--- config.mk ---
export PLATFORM = sky130hd
export DESIGN_NAME = register_field_access_semantics
export DESIGN_NICKNAME = d
export VERILOG_FILES = /design/src/regfield_pkg.sv /design/src/register_field_access_semantics.sv
export SDC_FILE = /design/constraint.sdc
export NUM_CORES = 1
export LEC_CHECK = 0
export BUFFER_PORTS_ARGS = -buffer_cell sky130_fd_sc_hd__buf_2
export CORE_ASPECT_RATIO = 1.75
export CORE_MARGIN = 2
export CORE_UTILIZATION = 56
export CTS_BUF_LIST = sky130_fd_sc_hd__clkbuf_8
export CTS_CLUSTER_DIAMETER = 120
export CTS_CLUSTER_SIZE = 24
export DETAILED_ROUTE_END_ITERATION = 10
export GPL_ROUTABILITY_DRIVEN = 1
export HOLD_SLACK_MARGIN = 0.08
export PLACE_DENSITY_LB_ADDON = 0.25
export SYNTH_ARGS = -nofsm -noshare
export SYNTH_HDL_FRONTEND = slang
export SYNTH_SLANG_ARGS = --single-unit
export TNS_END_PERCENT = 10
--- constraint.sdc ---
create_clock -name clk -period 2.6 [get_ports clk]
set_clock_uncertainty 0.05 [all_clocks]
set_input_delay 0.52 -clock clk [delete_from_list [all_inputs] [get_ports clk]]
set_output_delay 0.52 -clock clk [all_outputs]
set_load 0.005 [all_outputs]
--- src/regfield_pkg.sv ---
package regfield_pkg;
  localparam int FIELD_W = 8;
  localparam logic [7:0] RW_RESET = 8'h00;
  localparam logic [7:0] RC_RESET = 8'h00;
  localparam logic [7:0] W1C_RESET = 8'h00;
  localparam logic [7:0] LATCH_LOW_RESET = 8'hFF;
  localparam logic [7:0] LATCH_HIGH_RESET = 8'h00;
  localparam logic [7:0] SELF_CLEARING_RESET = 8'h00;
  localparam logic [7:0] WO_RESET = 8'h00;
  localparam logic [7:0] RSVD_READ = 8'h00;
  localparam logic [7:0] RO_RESET = 8'h00;
  localparam logic [7:0] RD_RESET = 8'h00;
  typedef enum logic [3:0] {
    SEL_RW = 4'h0,
    SEL_RO = 4'h1,
    SEL_RC = 4'h2,
    SEL_WO = 4'h3,
    SEL_W1C = 4'h4,
    SEL_LATCH_LOW = 4'h5,
    SEL_LATCH_HIGH = 4'h6,
    SEL_SELF_CLEARING = 4'h7,
    SEL_RSVD = 4'h8
  } field_sel_e;
endpackage : regfield_pkg

--- src/register_field_access_semantics.sv ---
// Functional notes
// RULE1: readable field returns its contents; writable field takes the written value.
// RULE2: read-only field ignores writes and shows its live source.
// RULE3: clear-on-read field clears after a read; writes do nothing.
// RULE4: write-only field reads back an unspecified value; host must ignore it.
// RULE5: write-one-to-clear: ones written clear bits, zeros leave them.
// RULE6: latch-low bit stays low after a drop until read.
// RULE7: read of latch-low releases it so it follows the live status.
// RULE8: latch-high bit stays high after a rise until read.
// RULE9: read of latch-high releases it so it follows the live status.
// RULE10: self-clearing field clears itself after set; zero writes ignored; readable.
// RULE11: host writes zero to reserved fields and ignores their read value.
// RULE12: clearing reads return old value; same-cycle events are kept.
module register_field_access_semantics
  import regfield_pkg::*;
(
  input wire logic clk, // 40 MHz clock
  input wire logic reset, // synchronous, active high
  input wire logic rd_en, // host read strobe, one cycle
  input wire logic wr_en, // host write strobe, one cycle
  input wire logic [3:0] sel, // field selected, field_sel_e code
  input wire logic [7:0] wr_data, // host write data
  input wire logic [7:0] ro_src, // live read-only source
  input wire logic [7:0] rc_event, // clear-on-read event pulses
  input wire logic [7:0] w1c_event, // write-one-clear event pulses
  input wire logic [7:0] latch_low_cond, // latch-low live condition
  input wire logic [7:0] latch_high_cond, // latch-high live condition
  output logic [7:0] rd_data, // read data, valid cycle after rd_en
  output logic rd_valid, // read data strobe
  output logic [7:0] rw_ctrl, // read/write control value
  output logic [7:0] wo_ctrl, // write-only control value
  output logic [7:0] self_clearing, // self-clearing command bits
  output logic [7:0] w1c_status, // write-one-clear status
  output logic [7:0] latch_low_status // latch-low status view
);
  // internal state that no port shows directly
  logic [7:0] rc_q;
  logic [7:0] latch_high_q;
  logic [7:0] ro_q;
  logic rd_rc;
  logic rd_latch_low;
  logic rd_latch_high;
  logic wr_rw;
  logic wr_wo;
  logic wr_w1c;
  logic wr_self_clearing;
  logic wr_rsvd;

  // field decode, shared by the clearing reads and the write paths below; rd_data decodes sel itself
  assign rd_rc = rd_en && (sel == SEL_RC);
  assign rd_latch_low = rd_en && (sel == SEL_LATCH_LOW);
  assign rd_latch_high = rd_en && (sel == SEL_LATCH_HIGH);
  assign wr_rw = wr_en && (sel == SEL_RW);
  assign wr_wo = wr_en && (sel == SEL_WO);
  assign wr_w1c = wr_en && (sel == SEL_W1C);
  assign wr_self_clearing = wr_en && (sel == SEL_SELF_CLEARING);
  assign wr_rsvd = wr_en && (sel >= SEL_RSVD);

  always_ff @(posedge clk) begin
    if (reset) begin
      rw_ctrl <= RW_RESET;
    end else if (wr_rw) begin
      rw_ctrl <= wr_data; // [RULE1]
    end
  end

  always_ff @(posedge clk) begin
    if (reset) begin
      wo_ctrl <= WO_RESET;
    end else if (wr_wo) begin
      wo_ctrl <= wr_data; // [RULE1]
    end
  end

  // registered so the read path is uniform; writes never reach it
  always_ff @(posedge clk) begin
    if (reset) begin
      ro_q <= RO_RESET;
    end else begin
      ro_q <= ro_src; // [RULE2]
    end
  end

  // events win over the read clear
  always_ff @(posedge clk) begin
    if (reset) begin
      rc_q <= RC_RESET;
    end else if (rd_rc) begin
      rc_q <= rc_event; // [RULE3] [RULE12]
    end else begin
      rc_q <= rc_q | rc_event;
    end
  end

  // a same-cycle event beats the host clear, so no event is dropped
  always_ff @(posedge clk) begin
    if (reset) begin
      w1c_status <= W1C_RESET;
    end else if (wr_w1c) begin
      w1c_status <= (w1c_status & ~wr_data) | w1c_event; // [RULE5] [RULE12]
    end else begin
      w1c_status <= w1c_status | w1c_event;
    end
  end

  // a read reloads the live condition, so a change in the read cycle is kept
  genvar i;
  generate
    for (i = 0; i < FIELD_W; i++) begin : g_latch
      always_ff @(posedge clk) begin
        if (reset) begin
          latch_low_status[i] <= LATCH_LOW_RESET[i];
        end else if (rd_latch_low) begin
          latch_low_status[i] <= latch_low_cond[i]; // [RULE7] [RULE12]
        end else begin
          latch_low_status[i] <= latch_low_status[i] & latch_low_cond[i]; // [RULE6]
        end
      end
      always_ff @(posedge clk) begin
        if (reset) begin
          latch_high_q[i] <= LATCH_HIGH_RESET[i];
        end else if (rd_latch_high) begin
          latch_high_q[i] <= latch_high_cond[i]; // [RULE9] [RULE12]
        end else begin
          latch_high_q[i] <= latch_high_q[i] | latch_high_cond[i]; // [RULE8]
        end
      end
    end
  endgenerate

  // one-cycle command pulse; zero bits written are ignored
  always_ff @(posedge clk) begin
    if (reset) begin
      self_clearing <= SELF_CLEARING_RESET;
    end else if (wr_self_clearing) begin
      self_clearing <= wr_data; // [RULE10]
    end else begin
      self_clearing <= 8'h00; // [RULE10]
    end
  end

  always_ff @(posedge clk) begin
    if (reset) begin
      rd_valid <= 1'b0;
    end else begin
      rd_valid <= rd_en; // [RULE1]
    end
  end

  // read returns the pre-clear value
  always_ff @(posedge clk) begin
    if (reset) begin
      rd_data <= RD_RESET;
    end else if (rd_en) begin
      if (sel == SEL_RW) begin
        rd_data <= rw_ctrl; // [RULE1]
      end else if (sel == SEL_RO) begin
        rd_data <= ro_q; // [RULE2]
      end else if (sel == SEL_RC) begin
        rd_data <= rc_q; // [RULE3] [RULE12]
      end else if (sel == SEL_W1C) begin
        rd_data <= w1c_status; // [RULE1]
      end else if (sel == SEL_LATCH_LOW) begin
        rd_data <= latch_low_status; // [RULE12]
      end else if (sel == SEL_LATCH_HIGH) begin
        rd_data <= latch_high_q; // [RULE12]
      end else if (sel == SEL_SELF_CLEARING) begin
        rd_data <= self_clearing; // [RULE10]
      end else begin
        rd_data <= RSVD_READ; // [RULE4] [RULE11]
      end
    end
  end
endmodule : register_field_access_semantics

# ---- After elaboration in Yosys (flattened, before gate mapping)
# Index checks and enable logic that the tools add are counted.
dict set report word_totals {
  word_cells 87
  reg_bits 73
}
dict set report op_classes {
  n_eq_ne 7
  bitwise 22
  n_reduce_logical 9
  muxes 25
}
# op count
set op_table {}
lappend op_table {{2-to-1 mux 8 bit} 9}
lappend op_table {{bitwise OR 8 bit} 3}
lappend op_table {{equality test 4 x 3 -> 1 bit (second input constant)} 4}
lappend op_table {{2-to-1 mux 1 bit} 16}
lappend op_table {{AND 1 bit} 8}
lappend op_table {{AND 8 bit} 1}
lappend op_table {{equality test 4 x 2 -> 1 bit (second input constant)} 2}
lappend op_table {{NOT 8 bit} 1}
lappend op_table {{bitwise OR 1 bit} 8}
lappend op_table {{logical AND 1 bit} 7}
lappend op_table {{equality test 4 x 1 -> 1 bit (second input constant)} 1}
lappend op_table {{zero test 4 bit} 1}
lappend op_table {{OR reduction 2 bit} 1}
lappend op_table {{NOT 1 bit} 1}

# ---- Longest topological paths before layout
dict set report depth {
  depth_word 8
  mapped_depth 6
  ltp_nobuf 4
}

# ---- Least setup slack after synthesis
# Ideal clock, no wire load.
dict set report synth_path {
  kind {input port to flip-flop}
  start {in rd_en}
  end {reg latch_high_q[0]}
  setup_ns 0.128
  setup_slack_ns 1.031
  t_arrival_ns 1.391
  path_stages 5
  path_cell_list {buf_2 > buf_4 > nand4b_1 > a21oi_1 > nor2_1}
}
dict set report synth_between {
  elab_chain_len 2
}
# item line
set synth_rtl {}
lappend synth_rtl {{from (decl)} register_field_access_semantics.sv:19} ;# input wire logic rd_en,
lappend synth_rtl {{logical AND 1 bit} register_field_access_semantics.sv:52} ;# assign rd_latch_high = rd_en && (sel == SEL_LATCH_HIGH);
lappend synth_rtl {{2-to-1 mux 1 bit} register_field_access_semantics.sv:122} ;# end else if (rd_latch_high) begin
lappend synth_rtl {{to (signal, indexed assignment)} register_field_access_semantics.sv:121} ;# latch_high_q[i] <= LATCH_HIGH_RESET[i];
lappend synth_rtl {{to (signal, indexed assignment)} register_field_access_semantics.sv:123} ;# latch_high_q[i] <= latch_high_cond[i];
lappend synth_rtl {{to (signal, indexed assignment)} register_field_access_semantics.sv:125} ;# latch_high_q[i] <= latch_high_q[i] | latch_high_cond[i];
lappend synth_rtl {{to (decl)} register_field_access_semantics.sv:38} ;# logic [7:0] latch_high_q;
# Every way passes these cells.
# A chain may end at the register's enable or synchronous reset.

# ---- Worst setup path after layout
dict set report layout_path {
  start {in sel[0]}
  end {reg wo_ctrl[1]}
}
dict set report layout_between {
  elab_chain_len 2
}
# item line
set layout_rtl {}
lappend layout_rtl {{from (decl)} register_field_access_semantics.sv:21} ;# input wire logic [3:0] sel,
lappend layout_rtl {{equality test 4 x 2 -> 1 bit} register_field_access_semantics.sv:54} ;# assign wr_wo = wr_en && (sel == SEL_WO);
lappend layout_rtl {{logical AND 1 bit} register_field_access_semantics.sv:54}
lappend layout_rtl {{to (signal assigned)} register_field_access_semantics.sv:71} ;# wo_ctrl <= wr_data;
lappend layout_rtl {{to (decl)} register_field_access_semantics.sv:31} ;# output logic [7:0] wo_ctrl,
# Every way passes these cells.

==> out/metrics.cfg <==
[run_status]
status=complete, no violations

[yosys]
synth_warnings=0
avgSynthCellArea_um2=9.030
ys_ff_latch=73
async_flop_share=0
synth-seq-area-share=0.4678
syn_inst=346
synth_cell_types=28
synthFlopType=dfxtp_1
synth_nets=402
synth.cell_area_mm2=0.003124
synth_edf_count=0

[final_layout]
final_common_cell=buf_2
nets=499
drive_gt1_frac=0.3170
diodes=0
syn_to_final_growth_pct=23.83
final_area_mm2=0.003869
final_cell_mix=104 x buf_2, 73 x dfxtp_1, 67 x nor2_1

[global_routing]
grtUsageMet2=0.4766
grt_antenna_before_repair=0
grt_use_met1=0.3243
grt_pass1_wl_mm=13.04
overflow=0
use_met3=0.06901
grtUsageTotal=0.2860
grt_max_degree=36
busiest_layer=met2
grt_pass1_vias=2705

[clock_network]
cts_setup_buffers=0
clkSlewWorstSetupHoldPaths_ns=0.07
clk_latency_ns=0.36
htree_levels=3
postCtsHoldBufs=0
cts_buffers=9
cts_resized=0
cts_buffer_depth=2
cts_tree=built
clock-sinks=73
cts_root_buf=clkbuf_8

[route]
drc=0
firstDrtPassIters=4
ant_nets=0
detail_route.vias_per_cell=5.427
wl_per_cell_um=15.56
drtIter0Drc=125
dr_total_vias=2844
wl_mm=8.153

[setup_path]
reg2reg_depth=4
rr_startpoint=rw_ctrl[1]
critPathLaunch=sel[0]
cp_max_fo=31
worstSetupPathType=in2reg
end_kind=flip-flop
arrival_ns=1.89
startpoint_type=input pin
r2r_setup_slack_ns=1.35
worstPathRequired_ns=2.79
r2r-end=rd_data[1]

[place]
gp_congestion=0.9196
io_buffers=104
place_area_mm2=0.003661
place_hpwl_mm=6.195

[sta]
rsz0062_at_grt=no
whs_ns=0.3195
min_period_over_period=0.6528
tightest_slew_ns=0.5804
setup-violations-final=0
tns_ns=0
drv_slew=0
timing.fmax_mhz=589.2
fin_crit_ns=1.697
timing.slew.headroom=0.6131
finalHoldViolCount=0

[power_and_ir_drop]
comb_power_share=0.121
switching_share=0.2442
clkPwrFrac=0.376
p_leak_nw=1.760
power_frac_seq=0.503
powerDensity_mw_per_mm2=621.1
peakVddDrop_v=0.0004418
power.internal_w=0.001816
p_switching_w=0.0005868

[floorplan]
ios=105
start_util=0.5685
die_h_um=102.8
core_mm2=0.005495
rows=36
die_area_mm2=0.006216
chipWidth_um=60.46

[run]
drv_cap=0

[min_path]
min_path_cells=3
min_path_type=in2reg
hp-start=w1c_event[4]
min_to=w1c_status[4]

kinds of logic after synthesis:
logic type	count (synthesis)	share of synthesized area
compound gates	64	0.1250
simple gates	153	0.2651
flops	73	0.4678
buf+inv	24	0.03965
mux	32	0.1025
per-layer routing:
metal | routed length [um] | share of wire | vias up
li1 | - | - | 1403
met1 | 3120 | 0.38 | 1303
met2 | 4167 | 0.51 | 115
met3 | 524 | 0.064 | 23
met4 | 342 | 0.042 | 0
met5 | 0 | 0 | -
power groups by stage:
stage               clock network [W]  registers (W)  logic, W
global placement                    0        0.00123  0.000282
finish                       0.000904        0.00121  0.000290
CTS                          0.000923        0.00121  0.000290
floorplan                           0        0.00123  0.000175
global route                 0.000980        0.00121  0.000322
detailed placement                  0        0.00123  0.000289
critical path: stages:
cell	delay [ns]
buf_2	0.46
and4_1	0.59
mux2i_1	0.24
nor2_1	0.05
worst max-delay path by stage:
stage / end / slack, ns
floorplan: latch_high_q[0] / 1.03
global placement: wo_ctrl[2] / 0.59
detailed placement: wo_ctrl[6] / 0.54
CTS: wo_ctrl[1] / 0.92
global route: wo_ctrl[6] / 0.78
finish: wo_ctrl[1] / 0.90
cell usage after synthesis (2+ instances only):
master | n | area share
dfxtp_1 | 73 | 0.47
nor2_1 | 67 | 0.080
a21oi_1 | 32 | 0.051
mux2i_1 | 32 | 0.10
nand2b_1 | 18 | 0.036
clkbuf_1 | 11 | 0.013
nor2b_1 | 10 | 0.020
nand2_1 | 9 | 0.011
nand3_1 | 9 | 0.014
a221oi_1 | 8 | 0.022
and2_1 | 8 | 0.016
nand3b_1 | 8 | 0.019
nor3_1 | 8 | 0.013
nor4_2 | 8 | 0.032
o21ai_1 | 8 | 0.013
o21ai_2 | 8 | 0.022
o22ai_1 | 8 | 0.016
buf_2 | 6 | 0.0096
buf_4 | 5 | 0.012
nand4b_1 | 2 | 0.0056
registers in the layout, indices dropped and copies added, names as in the netlist:
register / flops
latch_high_q: 8
latch_low_status: 8
rc_q: 8
rd_data: 8
ro_q: 8
rw_ctrl: 8
self_clearing: 8
w1c_status: 8
wo_ctrl: 8
rd_valid: 1
cell type report:
cell class | count | area [um^2]
well taps | 76 | 95.09
clock inverters | 4 | 42.54
fillers | 492 | 1627
flip-flops and latches | 73 | 1461
repair buffers | 110 | 565.5
multi-input cells | 249 | 1539
clock buffers | 12 | 165.2
per-stage QoR:
stage | setup slack [ns] | cells | total power [W] | util
after floorplan | 1.031 | 346 | 0.001402 | -
after global placement | 0.5852 | 508 | 0.001514 | 0.6662
after detailed placement | 0.5395 | 508 | 0.001522 | 0.6662
after CTS | 0.9185 | 524 | 0.002422 | 0.7040
after global routing | 0.7821 | 524 | 0.002515 | 0.7040
final | 0.9028 | 524 | 0.002403 | 0.7040
No activity file was read; power rests on OpenSTA's default activity.
